$ cat config.mk
export PLATFORM = sky130hd
export DESIGN_NAME = iopd_top
export DESIGN_NICKNAME = d
export VERILOG_FILES = /design/src/core/iopd_pkg.sv /design/src/core/iopd_top.sv
export VERILOG_INCLUDE_DIRS = /design/src /design/src/core
export SDC_FILE = /design/constraint.sdc
export NUM_CORES = 1
export LEC_CHECK = 0
export BUFFER_PORTS_ARGS = -buffer_cell sky130_fd_sc_hd__buf_2
export CORE_MARGIN = 3
export CORE_UTILIZATION = 45
export CTS_CLUSTER_SIZE = 40
export DETAILED_ROUTE_END_ITERATION = 10
export PLACE_DENSITY = 0.61
export SLEW_MARGIN = 20
export SYNTH_ARGS = -nofsm -noshare
export SYNTH_HDL_FRONTEND = slang
export SYNTH_SLANG_ARGS = --single-unit
$ cat constraint.sdc
create_clock -name ref_clk -period 24.7 [get_ports ref_clk]
set_input_delay 2.47 -clock ref_clk [delete_from_list [all_inputs] [get_ports ref_clk]]
set_output_delay 2.47 -clock ref_clk [all_outputs]
set_load 0.02 [all_outputs]
$ cat src/core/iopd_params.svh
// named constants of the io port parameter decoder
`ifndef IOPD_PARAMS_SVH
`define IOPD_PARAMS_SVH
// -------------------------------------------------------------------------
// timing
// -------------------------------------------------------------------------
`define IOPD_CLK_HZ       20000000
`define IOPD_TICK_MS      1
`define IOPD_SEC_MS       1000
// -------------------------------------------------------------------------
// register word addresses and parameter numbers
// -------------------------------------------------------------------------
`define IOPD_A_SUB_MODE   8'h00
`define IOPD_A_SUB_PAT    8'h01
`define IOPD_A_WL_TMO     8'h02
`define IOPD_A_OUT_DATA   8'h03
`define IOPD_A_CYC        8'h04
`define IOPD_A_IN_STATE   8'h05
`define IOPD_A_WL_STAT    8'h06
`define IOPD_PN_PORT      8'h64
`define IOPD_PN_ON2       8'h84
`define IOPD_PN_ON4       8'h8C
`define IOPD_PN_LAST      8'h93
// -------------------------------------------------------------------------
// field codes and reset values
// -------------------------------------------------------------------------
`define IOPD_F_POL4       3'h0
`define IOPD_F_FLT4       3'h1
`define IOPD_F_POL2       3'h2
`define IOPD_F_FLT2       3'h3
`define IOPD_F_ON2        3'h4
`define IOPD_F_ON4        3'h5
`define IOPD_SUB_LOW      2'h0
`define IOPD_SUB_PAT      2'h1
`define IOPD_SUB_HOLD     2'h2
`define IOPD_FILT_OFF     5'h00
`define IOPD_FILT_3       5'h03
`define IOPD_FILT_15      5'h0F
`define IOPD_FILT_20      5'h14
`define IOPD_WL_MIN       6'h06
`define IOPD_WL_MAX       6'h3B
`define IOPD_WL_DEF       6'h1E
`define IOPD_SUB_PAT_DEF  16'h0000
`define IOPD_CYC_DEF      8'h20
`define IOPD_CYC_FMIN     6'h04
`define IOPD_CYC_B0       2'h0
`define IOPD_CYC_B1       2'h1
`define IOPD_CYC_B2       2'h2
`define IOPD_CYC_RSV      2'h3
`define IOPD_CYC_OFS1     11'h040
`define IOPD_CYC_OFS2     11'h140
`endif

$ cat src/core/iopd_pkg.sv
// types of the io port parameter decoder
package iopd_pkg;
    typedef struct packed {
        logic       inv;
        logic [4:0] filt;
    } iopd_pin_cfg_t;
    typedef struct packed {
        iopd_pin_cfg_t p4;
        iopd_pin_cfg_t p2;
        logic          on4;
        logic          on2;
    } iopd_port_cfg_t;
    typedef struct packed {
        logic        psel;
        logic        penable;
        logic        pwrite;
        logic [11:0] paddr;
        logic [31:0] pwdata;
    } iopd_apb_req_t;
    typedef struct packed {
        logic [31:0] prdata;
        logic        pready;
        logic        pslverr;
    } iopd_apb_rsp_t;
    typedef struct packed {
        logic [7:0] four;
        logic [7:0] two;
    } iopd_pins_t;
    typedef enum logic [1:0] {
        IOPD_WL_OFF = 2'b01,
        IOPD_WL_ON  = 2'b10
    } iopd_wl_t;
endpackage

$ cat src/core/iopd_top.sv
// io port parameter decoder: apb parameters, pin filtering, outputs, wireless timer
`timescale 1ns/1ns
`include "iopd_params.svh"
module iopd_top #(
    parameter int MS_CYCLES = `IOPD_CLK_HZ / 1000 * `IOPD_TICK_MS,
    parameter int S_TICKS   = `IOPD_SEC_MS / `IOPD_TICK_MS
) (
    input  wire logic                  ref_clk,
    input  wire logic                  rst,
    input  wire iopd_pkg::iopd_apb_req_t apb_req,
    output      iopd_pkg::iopd_apb_rsp_t apb_rsp,
    input  wire iopd_pkg::iopd_pins_t  pin_in,
    output      iopd_pkg::iopd_pins_t  pin_out,
    input  wire logic                  bus_fault,
    input  wire logic                  wl_wake,
    input  wire logic                  wl_activity,
    output      logic                  wl_on
);
    import iopd_pkg::*;

    // ---------------------------------------------------------------------
    // state
    // ---------------------------------------------------------------------
    iopd_port_cfg_t cfg_r [8];
    iopd_apb_rsp_t  rsp_r;
    iopd_pins_t     pout_r;
    iopd_wl_t       wl_r;
    logic [1:0]     sub_mode_r;
    logic [15:0]    sub_pat_r;
    logic [5:0]     wl_tmo_r;
    logic [15:0]    out_data_r;
    logic [15:0]    held_r;
    logic [7:0]     cyc_byte_r;
    logic [15:0]    acc_r;
    logic [15:0]    in_state_r;
    logic [4:0]     cnt_r [16];
    logic [14:0]    ms_cnt_r;
    logic           ms_tick_r;
    logic [9:0]     sec_cnt_r;
    logic [5:0]     idle_s_r;
    logic           wl_on_r;

    // ---------------------------------------------------------------------
    // helpers
    // ---------------------------------------------------------------------
    function automatic logic bit_ok(input logic [31:0] v);
        bit_ok = (v[31:1] == 31'h0);
    endfunction

    function automatic logic filt_ok(input logic [31:0] v);
        filt_ok = (v[31:5] == 27'h0) && (v[4:0] == `IOPD_FILT_OFF || v[4:0] == `IOPD_FILT_3
                  || v[4:0] == `IOPD_FILT_15 || v[4:0] == `IOPD_FILT_20);
    endfunction

    function automatic logic cyc_ok(input logic [31:0] v);
        cyc_ok = (v[31:8] == 24'h0) && (v[7:6] != `IOPD_CYC_RSV)
                 && (v[7:6] != `IOPD_CYC_B0 || v[5:0] >= `IOPD_CYC_FMIN);
    endfunction

    // result in units of 0.1 ms
    function automatic logic [10:0] cyc_dec(input logic [7:0] b);
        unique case (b[7:6])
            `IOPD_CYC_B0: cyc_dec = {5'h00, b[5:0]};
            `IOPD_CYC_B1: cyc_dec = `IOPD_CYC_OFS1 + {3'h0, b[5:0], 2'h0};
            `IOPD_CYC_B2: cyc_dec = `IOPD_CYC_OFS2 + {1'h0, b[5:0], 4'h0};
            default:      cyc_dec = 11'h000;
        endcase
    endfunction

    // ---------------------------------------------------------------------
    // apb decode
    // ---------------------------------------------------------------------
    logic        acc_ph;
    logic        wr_ok;
    logic        rd_ok;
    logic [7:0]  pnum;
    logic [7:0]  off_a;
    logic [7:0]  off_b;
    logic [7:0]  off_c;
    logic [2:0]  pidx;
    logic [2:0]  pfield;
    logic        hit_port;
    logic        hit_mod;
    logic        aligned;
    logic [31:0] wdat;

    assign acc_ph  = apb_req.psel & apb_req.penable;
    assign wr_ok   = acc_ph & rsp_r.pready & apb_req.pwrite;
    assign rd_ok   = acc_ph & ~rsp_r.pready;
    assign pnum    = apb_req.paddr[9:2];
    assign aligned = (apb_req.paddr[1:0] == 2'h0) && (apb_req.paddr[11:10] == 2'h0);
    assign hit_mod = aligned && (pnum <= `IOPD_A_WL_STAT);
    assign wdat    = apb_req.pwdata;
    assign off_a   = pnum - `IOPD_PN_PORT;
    assign off_b   = pnum - `IOPD_PN_ON2;
    assign off_c   = pnum - `IOPD_PN_ON4;

    always_comb begin
        hit_port = aligned;
        pidx     = 3'h0;
        pfield   = `IOPD_F_POL4;
        if (pnum >= `IOPD_PN_PORT && pnum < `IOPD_PN_ON2) begin
            pidx   = off_a[4:2];
            pfield = {1'b0, off_a[1:0]};
        end else if (pnum >= `IOPD_PN_ON2 && pnum < `IOPD_PN_ON4) begin
            pidx   = off_b[2:0];
            pfield = `IOPD_F_ON2;
        end else if (pnum >= `IOPD_PN_ON4 && pnum <= `IOPD_PN_LAST) begin
            pidx   = off_c[2:0];
            pfield = `IOPD_F_ON4;
        end else begin
            hit_port = 1'b0;
        end
    end

    // ---------------------------------------------------------------------
    // port parameter writes
    // ---------------------------------------------------------------------
    always_ff @(posedge ref_clk or posedge rst) begin
        if (rst) begin
            for (int p = 0; p < 8; p++) begin
                cfg_r[p] <= '0;
            end
        end else if (wr_ok && hit_port) begin
            unique case (pfield)
                `IOPD_F_POL4: if (bit_ok(wdat)) cfg_r[pidx].p4.inv <= wdat[0];
                `IOPD_F_FLT4: if (filt_ok(wdat)) cfg_r[pidx].p4.filt <= wdat[4:0];
                `IOPD_F_POL2: if (bit_ok(wdat)) cfg_r[pidx].p2.inv <= wdat[0];
                `IOPD_F_FLT2: if (filt_ok(wdat)) cfg_r[pidx].p2.filt <= wdat[4:0];
                `IOPD_F_ON2:  if (bit_ok(wdat)) cfg_r[pidx].on2 <= wdat[0];
                `IOPD_F_ON4:  if (bit_ok(wdat)) cfg_r[pidx].on4 <= wdat[0];
                default: ;
            endcase
        end
    end

    // ---------------------------------------------------------------------
    // module parameter writes
    // ---------------------------------------------------------------------
    always_ff @(posedge ref_clk or posedge rst) begin
        if (rst) begin
            sub_mode_r <= `IOPD_SUB_LOW;
            sub_pat_r  <= `IOPD_SUB_PAT_DEF;
            wl_tmo_r   <= `IOPD_WL_DEF;
            out_data_r <= 16'h0000;
            cyc_byte_r <= `IOPD_CYC_DEF;
        end else if (wr_ok && hit_mod) begin
            unique case (pnum)
                `IOPD_A_SUB_MODE: if (wdat <= {30'h0, `IOPD_SUB_HOLD}) begin
                    sub_mode_r <= wdat[1:0];
                end
                `IOPD_A_SUB_PAT: if (wdat[31:16] == 16'h0) begin
                    sub_pat_r <= wdat[15:0];
                end
                // zero and out of range refused so switch-off always happens
                `IOPD_A_WL_TMO: if (wdat >= {26'h0, `IOPD_WL_MIN}
                                    && wdat <= {26'h0, `IOPD_WL_MAX}) begin
                    wl_tmo_r <= wdat[5:0];
                end
                `IOPD_A_OUT_DATA: out_data_r <= wdat[15:0];
                `IOPD_A_CYC: if (cyc_ok(wdat)) begin
                    cyc_byte_r <= wdat[7:0];
                end
                default: ;
            endcase
        end
    end

    // ---------------------------------------------------------------------
    // apb read and response
    // ---------------------------------------------------------------------
    logic [31:0] rd_nxt;
    iopd_port_cfg_t rc;

    always_comb begin
        rd_nxt = 32'h0000_0000;
        rc     = cfg_r[pidx];
        if (hit_port) begin
            unique case (pfield)
                `IOPD_F_POL4: rd_nxt = {31'h0, rc.p4.inv};
                `IOPD_F_FLT4: rd_nxt = {27'h0, rc.p4.filt};
                `IOPD_F_POL2: rd_nxt = {31'h0, rc.p2.inv};
                `IOPD_F_FLT2: rd_nxt = {27'h0, rc.p2.filt};
                `IOPD_F_ON2:  rd_nxt = {31'h0, rc.on2};
                `IOPD_F_ON4:  rd_nxt = {31'h0, rc.on4};
                default:      rd_nxt = 32'h0000_0000;
            endcase
        end else if (hit_mod) begin
            unique case (pnum)
                `IOPD_A_SUB_MODE: rd_nxt = {30'h0, sub_mode_r};
                `IOPD_A_SUB_PAT:  rd_nxt = {16'h0, sub_pat_r};
                `IOPD_A_WL_TMO:   rd_nxt = {26'h0, wl_tmo_r};
                `IOPD_A_OUT_DATA: rd_nxt = {16'h0, out_data_r};
                `IOPD_A_CYC:      rd_nxt = {5'h0, cyc_dec(cyc_byte_r), 8'h0, cyc_byte_r};
                `IOPD_A_IN_STATE: rd_nxt = {16'h0, in_state_r};
                `IOPD_A_WL_STAT:  rd_nxt = {31'h0, wl_on_r};
                default:          rd_nxt = 32'h0000_0000;
            endcase
        end
    end

    // one wait state: answer lands in the second access cycle
    always_ff @(posedge ref_clk or posedge rst) begin
        if (rst) begin
            rsp_r <= '0;
        end else begin
            rsp_r.pready  <= rd_ok;
            rsp_r.pslverr <= rd_ok & ~(hit_port | hit_mod);
            rsp_r.prdata  <= (rd_ok && !apb_req.pwrite) ? rd_nxt : 32'h0000_0000;
        end
    end

    assign apb_rsp = rsp_r;

    // ---------------------------------------------------------------------
    // millisecond tick
    // ---------------------------------------------------------------------
    always_ff @(posedge ref_clk or posedge rst) begin
        if (rst) begin
            ms_cnt_r  <= 15'h0000;
            ms_tick_r <= 1'b0;
        end else if (ms_cnt_r == 15'(MS_CYCLES - 1)) begin
            ms_cnt_r  <= 15'h0000;
            ms_tick_r <= 1'b1;
        end else begin
            ms_cnt_r  <= ms_cnt_r + 15'h0001;
            ms_tick_r <= 1'b0;
        end
    end

    // ---------------------------------------------------------------------
    // input debounce and polarity
    // ---------------------------------------------------------------------
    logic [15:0] raw;
    logic [15:0] inv;
    logic [4:0]  fsel [16];

    assign raw = {pin_in.four, pin_in.two};

    // tick phase is free running, so a filter time may run up to one ms longer
    for (genvar i = 0; i < 16; i++) begin : g_pin
        if (i < 8) begin : g_two
            assign fsel[i] = cfg_r[i].p2.filt;
            assign inv[i]  = cfg_r[i].p2.inv;
        end else begin : g_four
            assign fsel[i] = cfg_r[i-8].p4.filt;
            assign inv[i]  = cfg_r[i-8].p4.inv;
        end
        always_ff @(posedge ref_clk or posedge rst) begin
            if (rst) begin
                acc_r[i] <= 1'b0;
                cnt_r[i] <= 5'h00;
            end else if (fsel[i] == `IOPD_FILT_OFF) begin
                acc_r[i] <= raw[i];
                cnt_r[i] <= 5'h00;
            end else if (raw[i] == acc_r[i]) begin
                cnt_r[i] <= 5'h00;
            end else if (ms_tick_r) begin
                if (cnt_r[i] == fsel[i]) begin
                    acc_r[i] <= raw[i];
                    cnt_r[i] <= 5'h00;
                end else begin
                    cnt_r[i] <= cnt_r[i] + 5'h01;
                end
            end
        end
    end

    always_ff @(posedge ref_clk or posedge rst) begin
        if (rst) begin
            in_state_r <= 16'h0000;
        end else begin
            in_state_r <= acc_r ^ inv;
        end
    end

    // ---------------------------------------------------------------------
    // outputs and substitute behaviour
    // ---------------------------------------------------------------------
    logic [15:0] drive;
    logic [15:0] force_on;

    for (genvar p = 0; p < 8; p++) begin : g_on
        assign force_on[p]   = cfg_r[p].on2;
        assign force_on[p+8] = cfg_r[p].on4;
    end

    always_comb begin
        drive = out_data_r;
        if (bus_fault) begin
            unique case (sub_mode_r)
                `IOPD_SUB_LOW:  drive = 16'h0000;
                `IOPD_SUB_PAT:  drive = sub_pat_r;
                `IOPD_SUB_HOLD: drive = held_r;
                default:        drive = 16'h0000;
            endcase
        end
    end

    always_ff @(posedge ref_clk or posedge rst) begin
        if (rst) begin
            held_r <= 16'h0000;
        end else if (!bus_fault) begin
            held_r <= out_data_r;
        end
    end

    always_ff @(posedge ref_clk or posedge rst) begin
        if (rst) begin
            pout_r <= '0;
        end else begin
            pout_r <= drive | force_on;
        end
    end

    assign pin_out = pout_r;

    // ---------------------------------------------------------------------
    // wireless idle switch-off
    // ---------------------------------------------------------------------
    logic sec_tick;

    assign sec_tick = ms_tick_r && (sec_cnt_r == 10'(S_TICKS - 1));

    always_ff @(posedge ref_clk or posedge rst) begin
        if (rst) begin
            wl_r      <= IOPD_WL_OFF;
            sec_cnt_r <= 10'h000;
            idle_s_r  <= 6'h00;
            wl_on_r   <= 1'b0;
        end else begin
            unique case (wl_r)
                IOPD_WL_OFF: if (wl_wake) begin
                    wl_r      <= IOPD_WL_ON;
                    wl_on_r   <= 1'b1;
                    sec_cnt_r <= 10'h000;
                    idle_s_r  <= 6'h00;
                end
                IOPD_WL_ON: if (wl_activity || wl_wake) begin
                    sec_cnt_r <= 10'h000;
                    idle_s_r  <= 6'h00;
                end else if (sec_tick) begin
                    sec_cnt_r <= 10'h000;
                    if (idle_s_r + 6'h01 >= wl_tmo_r) begin
                        wl_r    <= IOPD_WL_OFF;
                        wl_on_r <= 1'b0;
                    end else begin
                        idle_s_r <= idle_s_r + 6'h01;
                    end
                end else if (ms_tick_r) begin
                    sec_cnt_r <= sec_cnt_r + 10'h001;
                end
            endcase
        end
    end

    assign wl_on = wl_on_r;

    // ---------------------------------------------------------------------
    // checks
    // ---------------------------------------------------------------------
    a_wl_switch_off: assert property (@(posedge ref_clk) disable iff (rst)
        wl_r == IOPD_WL_ON && !wl_activity && !wl_wake && sec_tick
        && idle_s_r + 6'h01 >= wl_tmo_r |=> !wl_on ##0 wl_r == IOPD_WL_OFF)
        else $error("wireless did not switch off at timeout");
    a_wl_tmo_range: assert property (@(posedge ref_clk) disable iff (rst)
        wl_tmo_r >= `IOPD_WL_MIN && wl_tmo_r <= `IOPD_WL_MAX)
        else $error("wireless timeout out of range");
    a_sub_low_out: assert property (@(posedge ref_clk) disable iff (rst)
        bus_fault && sub_mode_r == `IOPD_SUB_LOW |=> pin_out == $past(force_on))
        else $error("substitute low not applied");
    a_sub_hold_out: assert property (@(posedge ref_clk) disable iff (rst)
        !bus_fault ##1 bus_fault && sub_mode_r == `IOPD_SUB_HOLD
        |=> pin_out == ($past(out_data_r, 2) | $past(force_on)))
        else $error("hold last state not applied");
    a_port_map: assert property (@(posedge ref_clk) disable iff (rst)
        wr_ok && pnum == `IOPD_PN_ON4 + 8'h07 && wdat == 32'h1 |=> cfg_r[7].on4)
        else $error("last pin 4 mode parameter not mapped to port 8");
    a_pol_pass: assert property (@(posedge ref_clk) disable iff (rst)
        fsel[0] == `IOPD_FILT_OFF ##1 $stable(inv[0])
        |=> in_state_r[0] == ($past(raw[0], 2) ^ $past(inv[0])))
        else $error("polarity of unfiltered input wrong");
    a_filt_hold: assert property (@(posedge ref_clk) disable iff (rst)
        fsel[0] != `IOPD_FILT_OFF && !ms_tick_r |=> $stable(acc_r[0]))
        else $error("filtered input changed without tick");
    a_filt_restart: assert property (@(posedge ref_clk) disable iff (rst)
        fsel[3] != `IOPD_FILT_OFF && raw[3] == acc_r[3] |=> cnt_r[3] == 5'h00)
        else $error("debounce counter not restarted");
    a_pin2_on: assert property (@(posedge ref_clk) disable iff (rst)
        cfg_r[2].on2 |=> pin_out.two[2])
        else $error("pin 2 not held on");
    a_pin4_on: assert property (@(posedge ref_clk) disable iff (rst)
        cfg_r[5].on4 |=> pin_out.four[5])
        else $error("pin 4 not held on");
    a_cyc_b1_val: assert property (@(posedge ref_clk) disable iff (rst)
        cyc_byte_r == 8'h44 |-> cyc_dec(cyc_byte_r) == 11'h050)
        else $error("base 01 cycle time wrong");
    a_cyc_b2_val: assert property (@(posedge ref_clk) disable iff (rst)
        cyc_byte_r == 8'h85 |-> cyc_dec(cyc_byte_r) == 11'h190)
        else $error("base 10 cycle time wrong");
    a_cyc_legal: assert property (@(posedge ref_clk) disable iff (rst)
        cyc_byte_r[7:6] != `IOPD_CYC_RSV
        && (cyc_byte_r[7:6] != `IOPD_CYC_B0 || cyc_byte_r[5:0] >= `IOPD_CYC_FMIN))
        else $error("illegal cycle byte stored");
    a_apb_answer: assert property (@(posedge ref_clk) disable iff (rst)
        acc_ph && !rsp_r.pready |=> rsp_r.pready ##1 !rsp_r.pready)
        else $error("apb answer not one wait state");

    c_wl_off: cover property (@(posedge ref_clk) disable iff (rst) $fell(wl_on_r));
    c_sub_pat: cover property (@(posedge ref_clk) disable iff (rst)
        bus_fault && sub_mode_r == `IOPD_SUB_PAT);
    c_filt_acc: cover property (@(posedge ref_clk) disable iff (rst)
        fsel[0] == `IOPD_FILT_3 && $changed(acc_r[0]));

endmodule // iopd_top

==> qor.yml <==
setup.worst_path.start: "apb_req[36]"
seqCellArea_sq_mm: 0.00919
p_leak_nw: 10.1
max_freq_mhz: 178
path_class: "in2reg"
core_area_sq_mm: 0.0412
num_io_pins: 119
vias: 14578
r2r-start: "apb_rsp[1]"
powerDensity_mw_per_mm2: 60.6
overflow: 0
r2r_slack_ps: 21730
maxCapViolations: 0
portBuffers: 113
die_y_um: 211
synthFlopType: "dfrtp_1"
postSynthAreaPerCell_sq_um: 10.5
async_flop_share_pct: 100
rows: 74
syn_area_sq_mm: 0.0190
grt_util_all_layers_pct: 22.9
outcome: "finished, final reports clean"
crit_end: "apb_rsp[2]"
hold_buffers: 0
post-route-period-util_pct: 22.7
cp_data_required_time_ps: 25110
root_buffer: "clkbuf_16"
crit_arrival_ps: 6020
yosysUniqueCellTypes: 76
via_per_inst: 5.86
drc: 0
peakVddDrop_mv: 0.0448
drive_above_1_share_pct: 23.0
die_w_um: 211
synth_top_area_share_pct: 47.6
dpl.hpwl_mm: 36.3
hold_path.class: "reg2reg"
place_congestion: 0.951
avgRoutedWirePerCell_um: 20.7
cts_tree: "built"
synth.area.top_cells: "dfrtp_1 (48%), mux2_2 (12%), xor2_1 (4.1%), nor2_1 (3.0%), nand2_1 (3.0%)"
final.setup_skew_ps: 13.9
cts_buffers: 42
die_area_sq_mm: 0.0447
synth_edf_count: 0
final_hold_viol_count: 0
multiInputGateArea_sq_mm: 0.00943
antenna_found_initial: 1
maxSlewViolCount: 0
start_kind: "input pin"
tightest_slew_ps: 1040
final_antenna_net_count: 0
yosys_warnings: 0
stdcell_area_sq_mm: 0.0215
finalSetupTns_ps: 0
clk-insertion-delay-late_ps: 560
rsz0062_at_grt: "no"
place_area_sq_mm: 0.0201
final_nets: 2026
routed_wl_mm: 51.6
critPathMaxFanout: 21
mostFrequentLayoutCell: "dfrtp_1"
grt_max_degree: 180
finalSetupViolations: 0
first_global_vias: 14109
syn-instance-count: 1813
cts_resized: 0
cts_sinks: 367
dr.pass1.iters: 7
drtIter0Drc: 1111
layout_common_cells: "dfrtp_1 (360), mux2_2 (199), nor2_1 (153)"
initial_core_util_pct: 46.0
syn_to_final_growth_pct: 13.3
synth_seq_cells: 367
postCtsSetupRepairBufs: 0
clock_path_buffers: 3
cts_max_level: 2
yosysSeqAreaShare_pct: 48.4
slew_headroom_pct: 30.1
worstRegToRegCells: 6
period_needed_ps: 5610
endpoint_kind: "flip-flop"
grt_pass1_wl_mm: 80.7
synth_top_area_cell: "dfrtp_1"
clk_pin_slew_ps: 60
fill_cells: 3718
## power by group
group          internal [mW]  switching (mW)
clock                  0.381           0.247
combinational         0.0189          0.0472
sequential             0.605         0.00421
## how the worst min path moves through the flow
stage               cells after the start       endpoint  slack (ps)        start
detailed placement                      1    ms_cnt_r[4]         470  ms_cnt_r[4]
floorplan                               1  in_state_r[7]         450    flip-flop
global placement                        1    ms_cnt_r[4]         470  ms_cnt_r[4]
global route                            1    ms_cnt_r[0]         510  ms_cnt_r[0]
CTS                                     1    ms_cnt_r[4]         480  ms_cnt_r[4]
finish                                  1    ms_cnt_r[0]         480  ms_cnt_r[0]
## worst max-delay path: stages
cell and delay [ps]:
buf_2 170, inv_1 100, ha_1 270, nand2b_1 310, o2111a_1 480, or3_1 780
o2111ai_1 510, o221ai_1 320, nor4_1 100, a311oi_1 320, a41oi_1 180
## metrics by stage
step | utilization (%) | hold slack, ps | power [mW] | instances | worst slack, ps
2_1_floorplan | - | 446 | 0.660 | 1817 | 12050
3_3_place_gp | 48.8 | 465 | 0.685 | 2412 | 18810
3_5_place_dp | 48.8 | 470 | 0.686 | 2412 | 18650
4_1_cts | 52.2 | 481 | 1.32 | 2486 | 19230
5_1_grt | 52.2 | 512 | 1.35 | 2487 | 18960
6_report | 52.2 | 477 | 1.30 | 2487 | 19090
## synthesized netlist by cell type (12+ instances only)
cell and n:
nor2_1 153, a21oi_1 87, dfrtp_1 361, nor2b_1 22, nor3_1 64, nand2_1 150, and3_1 19, buf_2 12
mux2i_1 15, or3_1 21, xor2_1 88, mux2_2 199, o21ai_0 104, inv_1 25, nand2b_1 15, or4_1 21
ha_1 34, nand3_1 60, clkbuf_1 45, a22oi_1 34, xnor2_1 61, o31ai_1 12, nor4_1 16, a31o_2 16
nand4_1 13, nor3b_1 15
## final cells by class
class | instances | share of cell area (%)
diodes | 1 | 0.0116
clock buffers | 66 | 6.06
clock inverters | 8 | 0.436
inverters | 25 | 0.471
multi-input cells | 1357 | 43.9
flip-flops and latches | 367 | 42.8
well taps | 532 | 3.10
repair buffers | 131 | 3.32
## metal layers
metal	vias to the layer above	part of all wire (%)	GRT usage, %
met5	-	0	0
met4	0	3.9	8.68
met3	109	5.2	3.85
met2	424	46	36.8
met1	7272	45	31.5
li1	6773	-	-
## logic make-up after synthesis
logic type                 share of synthesized area, %
adders and majority gates                          2.24
xor gates and xnor gates                           6.88
DFF                                                48.4
AOI/OAI and AO/OA                                  11.5
muxes                                              12.6
other                                            0.0198
and+or+nand+nor                                    16.3
buffers and inverters                              2.02
Note: power is estimated with default switching activity, not from simulation.
